File: config.mk
export PLATFORM = sky130hd
export DESIGN_NAME = tam_monitor
export DESIGN_NICKNAME = d
export VERILOG_FILES = /design/src/logic/tam_pkg.sv /design/src/logic/tam_filter.sv /design/src/logic/tam_monitor.sv
export SDC_FILE = /design/constraint.sdc
export NUM_CORES = 1
export LEC_CHECK = 0
export BUFFER_PORTS_ARGS = -buffer_cell sky130_fd_sc_hd__buf_2
export CORE_ASPECT_RATIO = 0.7
export CORE_MARGIN = 8
export CORE_UTILIZATION = 26
export CTS_CLUSTER_SIZE = 14
export DETAILED_ROUTE_END_ITERATION = 10
export SYNTH_ARGS = -nofsm -noshare
export SYNTH_HDL_FRONTEND = slang
export SYNTH_SLANG_ARGS = --single-unit
File: constraint.sdc
create_clock -name clk -period 2 [get_ports clk]
set_clock_uncertainty 0.2 [all_clocks]
set_input_delay 0.2 -clock clk [delete_from_list [all_inputs] [get_ports clk]]
set_output_delay 0.2 -clock clk [all_outputs]
set_load 0.01 [all_outputs]
File: src/logic/tam_pkg.sv
// Package with shared types and constants of the tamper alarm monitor.
package tam_pkg;

  // Number of physical tamper inputs.
  localparam int unsigned NUM_TAMPER = 4;

  // Glitch immunity time in nanoseconds and the clock period it is counted in.
  localparam int unsigned GLITCH_NS = 1000;
  localparam int unsigned CLK_PERIOD_NS = 50;
  localparam int unsigned GLITCH_CYCLES = (GLITCH_NS + CLK_PERIOD_NS - 1) / CLK_PERIOD_NS;

  // Reset time-out in microseconds, and its length in cycles.
  localparam int unsigned RESET_TIMEOUT_US = 140;
  localparam int unsigned RESET_TIMEOUT_CYCLES = (RESET_TIMEOUT_US * 1000) / CLK_PERIOD_NS;

  // Idle level of each tamper input, index 0 is the first input.
  localparam logic [NUM_TAMPER-1:0] IDLE_LEVEL = 4'h5;

  // Variant choice of the switched supply output during an alarm.
  typedef enum logic [1:0] {
    TAM_OUT_ON = 2'h0,
    TAM_OUT_HIGHZ = 2'h1,
    TAM_OUT_GROUND = 2'h2
  } tam_variant_t;

  // Arming sequence states, one-hot.
  typedef enum logic [2:0] {
    TAM_ST_OFF = 3'h1,
    TAM_ST_WAIT = 3'h2,
    TAM_ST_ARMED = 3'h4
  } tam_state_t;

  // Supply condition seen by the block.
  typedef struct packed {
    logic main_above_reset;
    logic supply_present;
    logic over_voltage;
    logic under_voltage;
  } tam_supply_t;

  // Controls of the switched supply output switch.
  typedef struct packed {
    logic connect;
    logic ground;
  } tam_switch_t;

endpackage : tam_pkg

File: src/logic/tam_filter.sv
// Synchroniser and glitch filter for one tamper input.
`timescale 1ns/100ps
module tam_filter #(
  parameter int unsigned FILTER_CYCLES = tam_pkg::GLITCH_CYCLES,
  parameter logic IDLE = 1'b1
) (
  input wire logic clk,
  input wire logic nrst,
  input wire logic pin,
  output logic tamper
);

  localparam int unsigned CW = $clog2(FILTER_CYCLES + 1);
  localparam logic [CW-1:0] LIMIT = CW'(FILTER_CYCLES);
  localparam logic [CW-1:0] ONE = CW'(1);

  logic sync_a;
  logic sync_b;
  logic [CW-1:0] count;
  logic [CW-1:0] next_count;
  logic next_tamper;
  logic active;

  // Counts cycles at the tamper level; accepts only after the full run.
  always_comb begin
    active = (sync_b != IDLE);
    next_count = count;
    next_tamper = tamper;
    if (active) begin
      if (count == LIMIT) begin
        next_tamper = 1'b1; // see R2
      end else begin
        next_count = count + ONE;
      end
    end else begin
      next_count = '0;
      next_tamper = 1'b0;
    end
  end

  // Two-stage synchroniser and filter registers.
  always_ff @(posedge clk) begin
    if (!nrst) begin
      sync_a <= IDLE;
      sync_b <= IDLE;
      count <= '0;
      tamper <= 1'b0;
    end else begin
      sync_a <= pin;
      sync_b <= sync_a;
      count <= next_count;
      tamper <= next_tamper;
    end
  end

endmodule : tam_filter

File: src/logic/tam_monitor.sv
// Tamper alarm monitor: input filters, arming sequence, alarm and supply switch.
`timescale 1ns/100ps
// Behaviour
// Four tamper inputs, two high-idle, two low-idle.
// Each input filtered against short glitches.
// First and third inputs flag when low.
// Second and fourth inputs flag when high.
// Any tamper drives alarm low.
// Alarm releases once no condition remains.
// Monitor selected internal supply continuously.
// Alarm while supply above over-voltage trip.
// Alarm while supply below under-voltage trip.
// Alarm on tamper for every variant.
// Switched supply on, high-Z or ground.
// Alarms disabled until first power-up time-out.
// Armed detection works on main or battery.
// Timer holds reset for time-out after threshold.
// Timer clears below threshold, restarts above.
// Armed state sticky until supply lost.
// Inputs synchronised, accepted after consecutive cycles.
module tam_monitor #(
  parameter int unsigned FILTER_CYCLES = tam_pkg::GLITCH_CYCLES,
  parameter int unsigned TIMEOUT_CYCLES = tam_pkg::RESET_TIMEOUT_CYCLES,
  parameter tam_pkg::tam_variant_t VARIANT = tam_pkg::TAM_OUT_ON
) (
  input wire logic clk,
  input wire logic nrst,
  input wire logic high_idle_tamper_a,
  input wire logic low_idle_tamper_a,
  input wire logic high_idle_tamper_b,
  input wire logic low_idle_tamper_b,
  input wire logic main_above_reset,
  input wire logic supply_present,
  input wire logic overvoltage_trip,
  input wire logic undervoltage_trip,
  input wire logic on_battery,
  output logic security_alarm_n,
  output logic security_alarm_oe,
  output logic reset_n,
  output logic armed,
  output logic [tam_pkg::NUM_TAMPER-1:0] tamper_seen,
  output logic switched_supply_connect,
  output logic switched_supply_ground
);

  localparam int unsigned TW = $clog2(TIMEOUT_CYCLES + 1);
  localparam logic [TW-1:0] TLIMIT = TW'(TIMEOUT_CYCLES);
  localparam logic [TW-1:0] TONE = TW'(1);

  logic [tam_pkg::NUM_TAMPER-1:0] pins;
  logic [tam_pkg::NUM_TAMPER-1:0] tamper;
  tam_pkg::tam_supply_t sup_a;
  tam_pkg::tam_supply_t sup;
  tam_pkg::tam_supply_t next_sup;
  logic bat_a;
  logic bat;
  tam_pkg::tam_state_t state;
  tam_pkg::tam_state_t next_state;
  logic [TW-1:0] timer;
  logic [TW-1:0] next_timer;
  logic next_reset_n;
  logic fault;
  logic next_alarm_n;
  tam_pkg::tam_switch_t sw;
  tam_pkg::tam_switch_t next_sw;

  // True once the arming sequence has completed; used by the alarm and the status port.
  function automatic logic is_armed(input tam_pkg::tam_state_t st);
    return (st == tam_pkg::TAM_ST_ARMED);
  endfunction : is_armed

  // Gather the four pins in order, first input in bit 0.
  assign pins = {low_idle_tamper_b, high_idle_tamper_b, low_idle_tamper_a,
                 high_idle_tamper_a};

  // One filter per input, idle level taken from the package mask.
  generate
    for (genvar i = 0; i < tam_pkg::NUM_TAMPER; i++) begin : g_filt
      tam_filter #(
        .FILTER_CYCLES(FILTER_CYCLES),
        .IDLE(tam_pkg::IDLE_LEVEL[i]) // see R3
      ) u_filt (
        .clk(clk),
        .nrst(nrst),
        .pin(pins[i]),
        .tamper(tamper[i])
      );
    end
  endgenerate

  // Supply flags come from analog comparators; pass them through two flops.
  always_comb begin
    next_sup = sup_a;
  end

  always_ff @(posedge clk) begin
    if (!nrst) begin
      sup_a <= '0;
      sup <= '0;
      bat_a <= 1'b0;
      bat <= 1'b0;
    end else begin
      sup_a <= {main_above_reset, supply_present, overvoltage_trip, undervoltage_trip};
      sup <= next_sup;
      bat_a <= on_battery;
      bat <= bat_a;
    end
  end

  // Arming sequence: wait for main above threshold, time out, then stay armed.
  always_comb begin
    next_state = state;
    next_timer = timer;
    next_reset_n = 1'b0;
    unique case (state)
      tam_pkg::TAM_ST_OFF: begin
        next_timer = '0;
        if (sup.main_above_reset) begin
          next_state = tam_pkg::TAM_ST_WAIT;
        end
      end
      tam_pkg::TAM_ST_WAIT: begin
        if (!sup.main_above_reset) begin
          next_timer = '0;
          next_state = tam_pkg::TAM_ST_OFF;
        end else if (timer == TLIMIT) begin
          next_state = tam_pkg::TAM_ST_ARMED;
          next_reset_n = 1'b1;
        end else begin
          next_timer = timer + TONE;
        end
      end
      tam_pkg::TAM_ST_ARMED: begin
        // Reset output follows the main supply with its own time-out again.
        if (!sup.main_above_reset) begin
          next_timer = '0;
        end else if (timer == TLIMIT) begin
          next_reset_n = 1'b1;
        end else begin
          next_timer = timer + TONE;
        end
        if (!sup.supply_present) begin
          next_state = tam_pkg::TAM_ST_OFF;
          next_timer = '0;
          next_reset_n = 1'b0;
        end
      end
      default: begin
        next_state = tam_pkg::TAM_ST_OFF;
        next_timer = '0;
      end
    endcase
  end

  always_ff @(posedge clk) begin
    if (!nrst) begin
      state <= tam_pkg::TAM_ST_OFF;
      timer <= '0;
      reset_n <= 1'b0;
    end else begin
      state <= next_state;
      timer <= next_timer;
      reset_n <= next_reset_n;
    end
  end

  // Alarm is a level: any filtered tamper or supply fault while armed.
  always_comb begin
    fault = (|tamper) || sup.over_voltage || sup.under_voltage; // see R5, see R8
    // Armed state ignores which supply is in use.
    next_alarm_n = !(fault && is_armed(state)); // see R6, see R10, see R12
    next_sw.connect = 1'b1;
    next_sw.ground = 1'b0;
    if (!next_alarm_n) begin
      unique case (VARIANT)
        tam_pkg::TAM_OUT_ON: begin
          next_sw.connect = 1'b1;
        end
        tam_pkg::TAM_OUT_HIGHZ: begin
          next_sw.connect = 1'b0;
        end
        tam_pkg::TAM_OUT_GROUND: begin
          next_sw.connect = 1'b0;
          next_sw.ground = 1'b1;
        end
        default: begin
          next_sw.connect = 1'b1;
        end
      endcase
    end
  end

  always_ff @(posedge clk) begin
    if (!nrst) begin
      security_alarm_n <= 1'b1;
      sw <= '{connect: 1'b1, ground: 1'b0};
      tamper_seen <= '0;
    end else begin
      security_alarm_n <= next_alarm_n;
      sw <= next_sw;
      tamper_seen <= tamper;
    end
  end

  // Open-drain alarm: drive only while low.
  assign security_alarm_oe = !security_alarm_n;
  assign armed = is_armed(state);
  assign switched_supply_connect = sw.connect;
  assign switched_supply_ground = sw.ground;

endmodule : tam_monitor

==> flow_summary_export.csv, run 1 <==
group,metric,value,unit
routing,first_iter_violations,85,
power,power.density,872,mW/mm^2
logic_synthesis,synth_area,0.00246,mm^2
sta,max_freq,587,MHz
logic_synthesis,yosysMostFrequentCell,"dfxtp_1",
worst_setup_path,r2r-end,"timer[10]$_SDFF_PN0_",
worst_setup_path,reg2reg_slack,0.30,ns
power,p_leak,1.13,nW
clock_network,clk_latency,0.33,ns
worst_setup_path,crit_arrival,1.77,ns
logic_synthesis,ys.flop_type,"dfxtp_1",
layout,area_growth,23.4,%
placed_design,gp_congestion,0.710,
grt,grt.total_usage,7.57,%
sta,setup_tns,0,ns
clock_network,cts_num_sinks,61,
min_path,holdPathEnd,"g_filt[0].u_filt.sync_b$_SDFF_PN1_",
sta,rsz0062_at_grt,"no",
clock_network,clock_path_buffers,2,
placed_design,port_buffers,17,
clock_network,htreeDepth,3,
die,coreArea,0.00914,mm^2
die,die_w,132,um
grt,grt_pass1_wl,7650,um
routing,wl_per_cell,10.7,um
worst_setup_path,rr_worst_depth,4,
logic_synthesis,ys_ff_latch,61,
layout,nFillCells,968,
grt,grt_max_degree,16,
layout,utilization,33.3,%
worst_setup_path,reg2reg_from,"timer[1]$_SDFF_PN0_",
sta,finalSetupViolations,0,
clock_network,clock-root-buffer,"clkbuf_16",
die,start_util,27.0,%
min_path,hp-class,"register to register",
logic_synthesis,synth_cell_types,41,
worst_setup_path,cp-end-kind,"register",
routing,ant_nets,0,
logic_synthesis,synth_common_cells,"dfxtp_1, inv_1, nor2_1, a21oi_1, nand3_1",
clock_network,cts_resized,0,
logic_synthesis,async_flop_share,0,%
worst_setup_path,crit_required,2.06,ns
routing,totalWireLength,4390,um
clock_network,cts_tree,"built",
die,rows,29,
logic_synthesis,seq_area_frac_synth,49.5,%
sta,fin_crit_sh,85.1,%
logic_synthesis,yosys.area.top_type,"dfxtp_1",
logic_synthesis,synth.avg_cell_area,9.86,um^2
routing,viasPerCell,4.25,
routing,drt_first_pass_iters,4,
die,io_pins,21,
sta,finalHoldViolCount,0,
clock_network,clkSlewWorstSetupHoldPaths,0.05,ns
sta,min_period,1.70,ns
layout,multiInputGateArea,0.00113,mm^2
worst_setup_path,timing.critical_path.fanout_max,6,
placed_design,hpwl,3090,um
logic_synthesis,synth_cells,250,
logic_synthesis,synth_area_leaders,"dfxtp_1, ha_1, xor2_1, xnor2_1, a21oi_1",
routing,vias,1752,
layout,fin_nets,305,
die,die_area,0.0129,mm^2
routing,drc_errors,0,
min_path,min_path_cells,1,
min_path,worstHoldStart,"g_filt[0].u_filt.sync_a$_SDFF_PN1_",
sta,drv_slew,0,
outcome,status,"finished, final reports clean",
logic_synthesis,syn_nets,271,
clock_network,cts_buffers,9,
logic_synthesis,yosys_warnings,0,
grt,antenna_found_initial,0,
power,ir_drop,0.388,mV
logic_synthesis,synth_top_area_share,49.5,%
grt,gr-total-overflow,0,
layout,n_antenna_cell,0,
grt,grt_pass1_vias,1675,
layout,final_layout_size_suffix_gt1_share,13.2,%
die,die-height,97.5,um
logic_synthesis,synth-edff-count,0,
worst_setup_path,path_class,"register to register",
run,maxCapViolCount,0,
layout,seqCellArea,0.00122,mm^2
worst_setup_path,start_kind,"register",
-- registers in the layout, summed over array words and instances (netlist names) --
| name | flops |
|---|---|
| reset_n | 1 |
| tamper_seen | 4 |
| g_filt.u_filt.sync_a | 4 |
| security_alarm_n | 1 |
| sup | 4 |
| g_filt.u_filt.active | 2 |
| next_sup | 4 |
| g_filt.u_filt.sync_b | 2 |
| state | 3 |
| g_filt.u_filt.tamper | 4 |
| g_filt.u_filt.count | 20 |
| timer | 12 |
-- final cells by class --
| cell class | instances | share of cell area (%) |
|---|---|---|
| clock buffers | 13 | 8.23 |
| flip-flops and latches | 61 | 40.1 |
| multi-input cells | 163 | 37.1 |
| clock inverters | 2 | 0.329 |
| repair buffers | 29 | 6.58 |
| inverters | 20 | 2.47 |
| well taps | 124 | 5.10 |
-- cell usage in the layout, fill, tap and decap left out, types with 2 or more instances in the layout --
master,netlist,routed
nor2_1,20,20
nor3_1,3,3
o31ai_1,5,5
o21ai_1,2,2
nand3_1,13,13
and3b_1,3,3
ha_1,10,10
buf_2,1,17
xor2_1,10,10
a21oi_1,15,15
nor2b_1,2,2
dfxtp_1,61,61
o21ai_0,3,3
o211ai_1,2,2
inv_1,20,20
buf_4,2,2
clkbuf_1,2,3
dlygate4sd3_1,0,10
nor3b_1,5,5
clkinv_2,0,2
nand2_1,6,6
xnor2_1,9,9
nand2b_1,7,7
and2_1,12,12
clkbuf_16,0,9
nor4_1,4,4
nand4b_1,5,5
conb_1,2,2
nand4_1,4,4
or4_1,2,2
mux2i_1,5,5
or3_1,3,3
-- repair_timing --
item,CTS,global route
hold endpoints to repair,9,0
hold buffers,10,0
buffers inserted,0,0
-- per-layer routing --
| metal | global-route usage, % | vias to the layer above | part of all wire, % |
|---|---|---|---|
| li1 | - | 917 | - |
| met1 | 8.82 | 805 | 51 |
| met2 | 10.3 | 24 | 41 |
| met3 | 5.63 | 6 | 6.9 |
| met4 | 2.87 | 0 | 1.1 |
| met5 | 0 | - | 0 |
-- worst max-delay path: stages (launching register included) --
cell	delay, ns
dfxtp_1	0.39
ha_1	0.23
nand4_1	0.22
or4_4	0.47
a21oi_2	0.13
-- metrics by stage --
stage	hold slack [ns]	cells	area, um^2	worst slack (ns)	power, mW
6_report	0.206	412	3040	0.298	2.65
5_1_grt	0.226	412	3040	0.166	2.77
4_1_cts	0.207	412	3040	0.281	2.70
3_5_place_dp	0.185	387	2680	0.302	1.32
3_3_place_gp	0.180	387	2680	0.335	1.31
2_1_floorplan	0.101	250	2460	0.437	1.30
-- report_power, final --
part	total [mW]	internal, mW	leakage, nW	switching (mW)
Combinational	0.0621	0.0351	0.507	0.0269
Sequential	1.24	1.24	0.495	0.00788
Clock	1.34	0.858	0.129	0.487
-- worst max path at each step --
stage,slack (ns),to,from
after floorplan,0.44,timer[10]$_SDFF_PN0_,timer[0]$_SDFF_PN0_
after global placement,0.34,timer[10]$_SDFF_PN0_,timer[0]$_SDFF_PN0_
after detailed placement,0.30,timer[10]$_SDFF_PN0_,timer[1]$_SDFF_PN0_
after CTS,0.28,timer[10]$_SDFF_PN0_,timer[1]$_SDFF_PN0_
after global routing,0.17,timer[10]$_SDFF_PN0_,timer[1]$_SDFF_PN0_
final,0.30,timer[10]$_SDFF_PN0_,timer[1]$_SDFF_PN0_
-- cells by family after synthesis --
logic type,count (synthesis),share of synthesized area [%]
multiplexers,5,2.03
flip-flops,61,49.5
AND/OR/NAND/NOR,95,23.3
adder cells (fa/ha/maj),10,5.08
other,2,0.305
buffers and inverters,26,4.62
AO/OA/AOI/OAI,32,8.38
XOR/XNOR,19,6.75
(Power assumes the default switching activity.)
==> run 2, diff against run 1 <==
ABC_AREA = 1   (was not set)
==> run 2 against run 1 <==
Against the previous run: sequential share of layout area decreased by 0.54 points; flip-flop and latch count unchanged; worst setup slack gained 0.13 ns; sequential power grew 5%; core utilization decreased by 0.93 points; fmax up 8.1%; total power grew 7.5%; cell area up 1.4%; critical path depth up 5; critical path type unchanged.
==> flow_summary_export.csv, run 2 <==
group,metric,value,unit
layout,final_layout_size_suffix_gt1_share,15.7,%
logic_synthesis,synthMuxAreaShare,0,%
layout,layout_common_cells,"dfxtp_1, inv_1, nand2_1",
sta,hold_ws,0.00472,ns
die,die_area,0.0131,mm^2
sta,finalSetupViolations,0,
worst_setup_path,timing.critical_path.fanout_max,4,
die,die-height,98.1,um
routing,drt_first_pass_iters,4,
placed_design,hpwl,3290,um
grt,gr-total-overflow,0,
layout,biggestRegsByFlops,"g_filt.u_filt.count: 20 flops, timer: 12 flops",
die,die_w,133,um
logic_synthesis,synth_top_family_by_area,"simple AND/OR/NAND/NOR gates",
min_path,hp-class,"primary input to register",
worst_setup_path,rr_worst_depth,9,
sta,fin_crit_sh,78.7,%
logic_synthesis,seq_area_frac_synth,48.7,%
logic_synthesis,async_flop_share,0,%
routing,totalWireLength,4520,um
logic_synthesis,synth_top_area_share,48.7,%
min_path,min_path_cells,2,
worst_setup_path,cp-end-kind,"register",
power,power.density,925,mW/mm^2
layout,fin_nets,369,
layout,area_growth,23.0,%
power,p_leak,1.31,nW
die,coreArea,0.00953,mm^2
logic_synthesis,synth_common_cells,"dfxtp_1, inv_1, nand2_1, nor2_1, a21oi_1",
placed_design,dpl.cell_count,457,
sta,finalHoldViolCount,0,
logic_synthesis,synth_cell_types,28,
placed_design,port_buffers,17,
logic_synthesis,ys.flop_type,"dfxtp_1",
clock_network,cts_resized,0,
min_path,holdPathEnd,"state[0]$_SDFFE_PN1P_",
logic_synthesis,synthAdderAreaFrac,4.99,%
worst_setup_path,crit_required,2.01,ns
layout,n_antenna_cell,0,
logic_synthesis,synthXorXnorAreaFrac,3.84,%
logic_synthesis,syn_nets,336,
die,start_util,26.3,%
worst_setup_path,r2r-end,"state[1]$_SDFFE_PN0P_",
routing,drc_errors,0,
grt,grt_pass1_vias,1814,
logic_synthesis,synth_cells,315,
layout,mostFrequentLayoutCell,"dfxtp_1",
grt,grt_pass1_wl,7870,um
logic_synthesis,synthSimpleGateAreaFrac,25.0,%
routing,first_iter_violations,104,
worst_setup_path,path_class,"register to register",
worst_setup_path,reg2reg_slack,0.43,ns
clock_network,cts_tree,"built",
logic_synthesis,ys_ff_latch,61,
min_path,worstHoldStart,"nrst",
routing,vias,1914,
worst_setup_path,crit_arrival,1.58,ns
clock_network,clkSlewWorstSetupHoldPaths,0.05,ns
worst_setup_path,start_kind,"register",
run,maxCapViolCount,0,
layout,regMostFlops,"g_filt.u_filt.count",
logic_synthesis,yosys_warnings,0,
clock_network,cts_buffers,9,
placed_design,gp_congestion,0.763,
die,rows,30,
layout,layoutNonFillerInstCount,479,
grt,antenna_found_initial,0,
clock_network,cts_num_sinks,61,
logic_synthesis,synth_area_leaders,"dfxtp_1, inv_1, nand2_1, ha_1, nor2_1",
routing,viasPerCell,4.00,
logic_synthesis,yosys.area.top_type,"dfxtp_1",
logic_synthesis,yosysMostFrequentCell,"dfxtp_1",
clock_network,clk_latency,0.31,ns
grt,grt.total_usage,7.30,%
clock_network,clock_path_buffers,2,
logic_synthesis,synth_compound_area_share,6.94,%
logic_synthesis,synth-edff-count,0,
sta,max_freq,635,MHz
grt,grt_max_degree,14,
outcome,status,"finished, final reports clean",
layout,largest_register_ff_count,20,
logic_synthesis,synth.avg_cell_area,7.96,um^2
sta,min_period,1.57,ns
sta,setup_tns,0,ns
logic_synthesis,synth_area,0.00251,mm^2
die,io_pins,21,
clock_network,htreeDepth,3,
power,ir_drop,0.430,mV
routing,ant_nets,0,
clock_network,clock-root-buffer,"clkbuf_16",
sta,rsz0062_at_grt,"no",
sta,drv_slew,0,
routing,wl_per_cell,9.43,um
worst_setup_path,reg2reg_from,"timer[0]$_SDFF_PN0_",
## run 2: cell count changes after synthesis, sizes merged, moves of 5 or more
| cell | delta |
|---|---|
| nand2b | -7 |
| o21ai | +8 |
| inv | +42 |
| nand4b | -5 |
| o31ai | -5 |
| nand3 | +9 |
| nor3b | -5 |
| nand4 | +5 |
| nand2 | +46 |
| a21oi | +5 |
| and2 | -12 |
| nor2 | +15 |
| mux2i | -5 |
| or2 | +5 |
## run 2: critical path: stages, from the launching register on
cell and delay, ns:
dfxtp_1 0.33, inv_1 0.08, ha_1 0.17, nand2_1 0.06
nor2_1 0.21, nand3_2 0.15, nand2_1 0.10, o21ai_1 0.07
nand2_1 0.06, inv_1 0.04
## run 2: per-layer routing
layer	up-vias	part of all wire [%]	track usage, %
li1	1043	-	-
met1	839	53	8.99
met2	25	42	10.7
met3	7	4.3	3.59
met4	0	1.3	2.75
met5	-	0	0
## run 2: cells by family after synthesis
logic type	after synthesis
buf+inv	66
flops	61
fa+ha+maj	10
xor+xnor	11
simple gates	131
compound gates	34
other cells	2
## run 2: cell type report
| cell class | count | area (um^2) |
|---|---|---|
| fill | 1023 | 6450 |
| sequential | 61 | 1220 |
| multi-input combinational | 188 | 1030 |
| clock buffer | 12 | 256 |
| inverter | 62 | 233 |
| timing repair buffer | 26 | 173 |
| tap | 128 | 160 |
| clock inverter | 2 | 10.0 |
## run 2: where the power goes
part	total [mW]	switching [mW]	internal, mW	leakage, nW
Sequential	1.30	0.0325	1.26	0.496
Combinational	0.193	0.118	0.0758	0.680
Clock	1.36	0.477	0.885	0.134
Total	2.85	0.627	2.22	1.31
## run 2: how the worst max path moves through the flow
stage                          startpoint               endpoint  slack [ns]  depth (start not counted)
global route          timer[0]$_SDFF_PN0_  state[1]$_SDFFE_PN0P_        0.34                          9
finish                timer[0]$_SDFF_PN0_  state[1]$_SDFFE_PN0P_        0.43                          9
floorplan             timer[0]$_SDFF_PN0_  state[1]$_SDFFE_PN0P_        0.60                          9
CTS                 state[2]$_SDFFE_PN0P_                  armed        0.40                          3
global placement      timer[0]$_SDFF_PN0_  state[1]$_SDFFE_PN0P_        0.49                          9
detailed placement    timer[0]$_SDFF_PN0_  state[1]$_SDFFE_PN0P_        0.45                          9
## run 2: what timing repair did
item	in CTS	in global routing
endpoints found under the hold margin	8	0
hold buffers	8	0
setup buffers	0	0
## run 2: through the flow
step | util (%) | power, mW | setup slack [ns] | area (um^2)
after CTS | 32.3 | 2.89 | 0.405 | 3080
final | 32.3 | 2.85 | 0.425 | 3080
after global placement | 28.7 | 1.49 | 0.487 | 2740
after global routing | 32.3 | 3.00 | 0.338 | 3080
after detailed placement | 28.7 | 1.50 | 0.447 | 2740
after floorplan | - | 1.45 | 0.597 | 2510
==> run 3, diff against run 2 <==
clock period = 1.6 ns   (was 2 ns; I/O delays follow)
==> run 3 against run 2 <==
Against the previous run: critical path type is now register to output port; critical path depth shrank 7; first-iteration DRC count grew 9.6%; hold slack gained 0.034 ns; critical endpoint is now armed; sequential power grew 25%; via count grew 1.7%; sequential share of layout area shrank 1.4 points; largest power group unchanged; global-route usage grew 0.40 points.
==> flow_summary_export.csv, run 3 (synthesized netlist as in run 2, its figures left out) <==
group,metric,value,unit
outcome,status,"finished, final reports clean",
worst_setup_path,crit_required,1.24,ns
placed_design,hpwl,3370,um
clock_network,cts_buffers,9,
grt,grt_max_degree,15,
die,start_util,26.3,%
worst_setup_path,path_class,"register to output port",
grt,grt_pass1_vias,1816,
worst_setup_path,cp-end-kind,"output port",
grt,grt_pass1_wl,8190,um
sta,drv_slew,0,
power,power.density,1280,mW/mm^2
clock_network,htreeDepth,3,
sta,fin_crit_sh,92.6,%
clock_network,cts_tree,"built",
routing,ant_nets,0,
grt,grt.total_usage,7.70,%
worst_setup_path,crit_arrival,1.12,ns
clock_network,cts_setup_buffers,0,
die,io_pins,21,
routing,vias,1947,
routing,drc_errors,0,
layout,fin_nets,370,
grt,gr-total-overflow,0,
layout,mostFrequentLayoutCell,"dfxtp_1",
worst_setup_path,start_kind,"register",
die,die_w,133,um
die,die_area,0.0131,mm^2
worst_setup_path,path_cells,"nor3_2 -> buf_2",
power,p_leak,1.34,nW
routing,drt_first_pass_iters,4,
sta,min_period,1.48,ns
die,coreArea,0.00953,mm^2
routing,first_iter_violations,114,
layout,layout_common_cells,"dfxtp_1, inv_1, nand2_1",
layout,final_layout_size_suffix_gt1_share,18.6,%
grt,antenna_found_initial,0,
sta,setup_tns,0,ns
min_path,hp-class,"primary input to register",
routing,viasPerCell,4.04,
layout,largest_register_ff_count,20,
layout,area_growth,27.7,%
layout,n_antenna_cell,0,
routing,wl_per_cell,9.50,um
sta,finalSetupViolations,0,
worst_setup_path,critPathMaxStageDelay,0.35,ns
power,ir_drop,0.538,mV
placed_design,gp_congestion,0.764,
sta,max_freq,675,MHz
worst_setup_path,timing.critical_path.fanout_max,4,
placed_design,place_ws,0.0229,ns
clock_network,clock-root-buffer,"clkbuf_16",
clock_network,cts_num_sinks,61,
layout,regMostFlops,"g_filt.u_filt.count",
routing,totalWireLength,4580,um
placed_design,port_buffers,17,
clock_network,clock_path_buffers,2,
worst_setup_path,cp_slowest_cell,"dfxtp_1",
run,maxCapViolCount,0,
clock_network,clk_latency,0.32,ns
layout,biggestRegsByFlops,"g_filt.u_filt.count: 20 flops, timer: 12 flops",
clock_network,clkSlewWorstSetupHoldPaths,0.05,ns
die,rows,30,
sta,rsz0062_at_grt,"no",
die,die-height,98.1,um
sta,finalHoldViolCount,0,
sta,setup_slack,0.118,ns
==> run 3: cell types whose count changed in the layout (fill, tap and decap cells not counted), sizes merged <==
cell / before / now
buf: 18 / 19
inv: 62 / 63
clkinvlp: 0 / 2
bufinv: 0 / 3
clkinv: 2 / 1
clkbuf: 12 / 9
==> run 3: routing by layer <==
metal  GRT usage, %  share of wire (%)  up-vias
met5              0                  0        -
met4           3.35               0.87        0
met3           3.64                4.1        6
met2           11.2                 44       17
met1           9.43                 51      883
li1               -                  -     1041
==> run 3: where the power goes <==
part           internal [mW]  switching, mW
sequential              1.58         0.0431
clock                   1.53          0.694
combinational         0.0975          0.149
total                   3.20          0.886
==> run 3: final timing paths <==
check / startpoint / to / slack [ns] / cells past startpoint
worst max-delay path: state[0]$_SDFFE_PN1P_ / armed / 0.12 / 2
worst min-delay path: nrst / state[0]$_SDFFE_PN1P_ / 0.04 / 3
worst max register to register: timer[0]$_SDFF_PN0_ / state[1]$_SDFFE_PN0P_ / 0.13 / 9
worst min register to register: next_sup[1]$_SDFF_PN0_ / sup[1]$_SDFF_PN0_ / 0.21 / 2
==> run 3: final cells by class <==
cell class / instances / area [um^2]
inverter: 62 / 233
clock inverter: 7 / 123
tap: 128 / 160
fill: 1014 / 6330
multi-input combinational: 188 / 1050
timing repair buffer: 27 / 180
sequential: 61 / 1220
clock buffer: 9 / 225
==> run 3: worst max-delay path, delay by kind of cell, from the launching register on <==
family	cells	cell delay, ns
buf+inv	1	0.18
flops	1	0.35
simple gates	1	0.27
==> run 3: repair_timing <==
action,in CTS,in global routing
hold buffers,8,0
gates resized for setup,1,8
endpoints found under the hold margin,8,0
setup endpoints to repair,1,7
==> run 3: stage by stage <==
| stage | instances | hold slack, ns | power (mW) | area, um^2 | utilization (%) |
|---|---|---|---|---|---|
| 5_1_grt | 482 | 0.0522 | 4.26 | 3200 | 33.6 |
| 3_3_place_gp | 458 | 0.142 | 1.86 | 2740 | 28.8 |
| 2_1_floorplan | 315 | 0.0576 | 1.81 | 2510 | - |
| 4_1_cts | 482 | 0.0331 | 4.13 | 3170 | 33.3 |
| 3_5_place_dp | 458 | 0.148 | 1.87 | 2740 | 28.8 |
| 6_report | 482 | 0.0384 | 4.09 | 3200 | 33.6 |
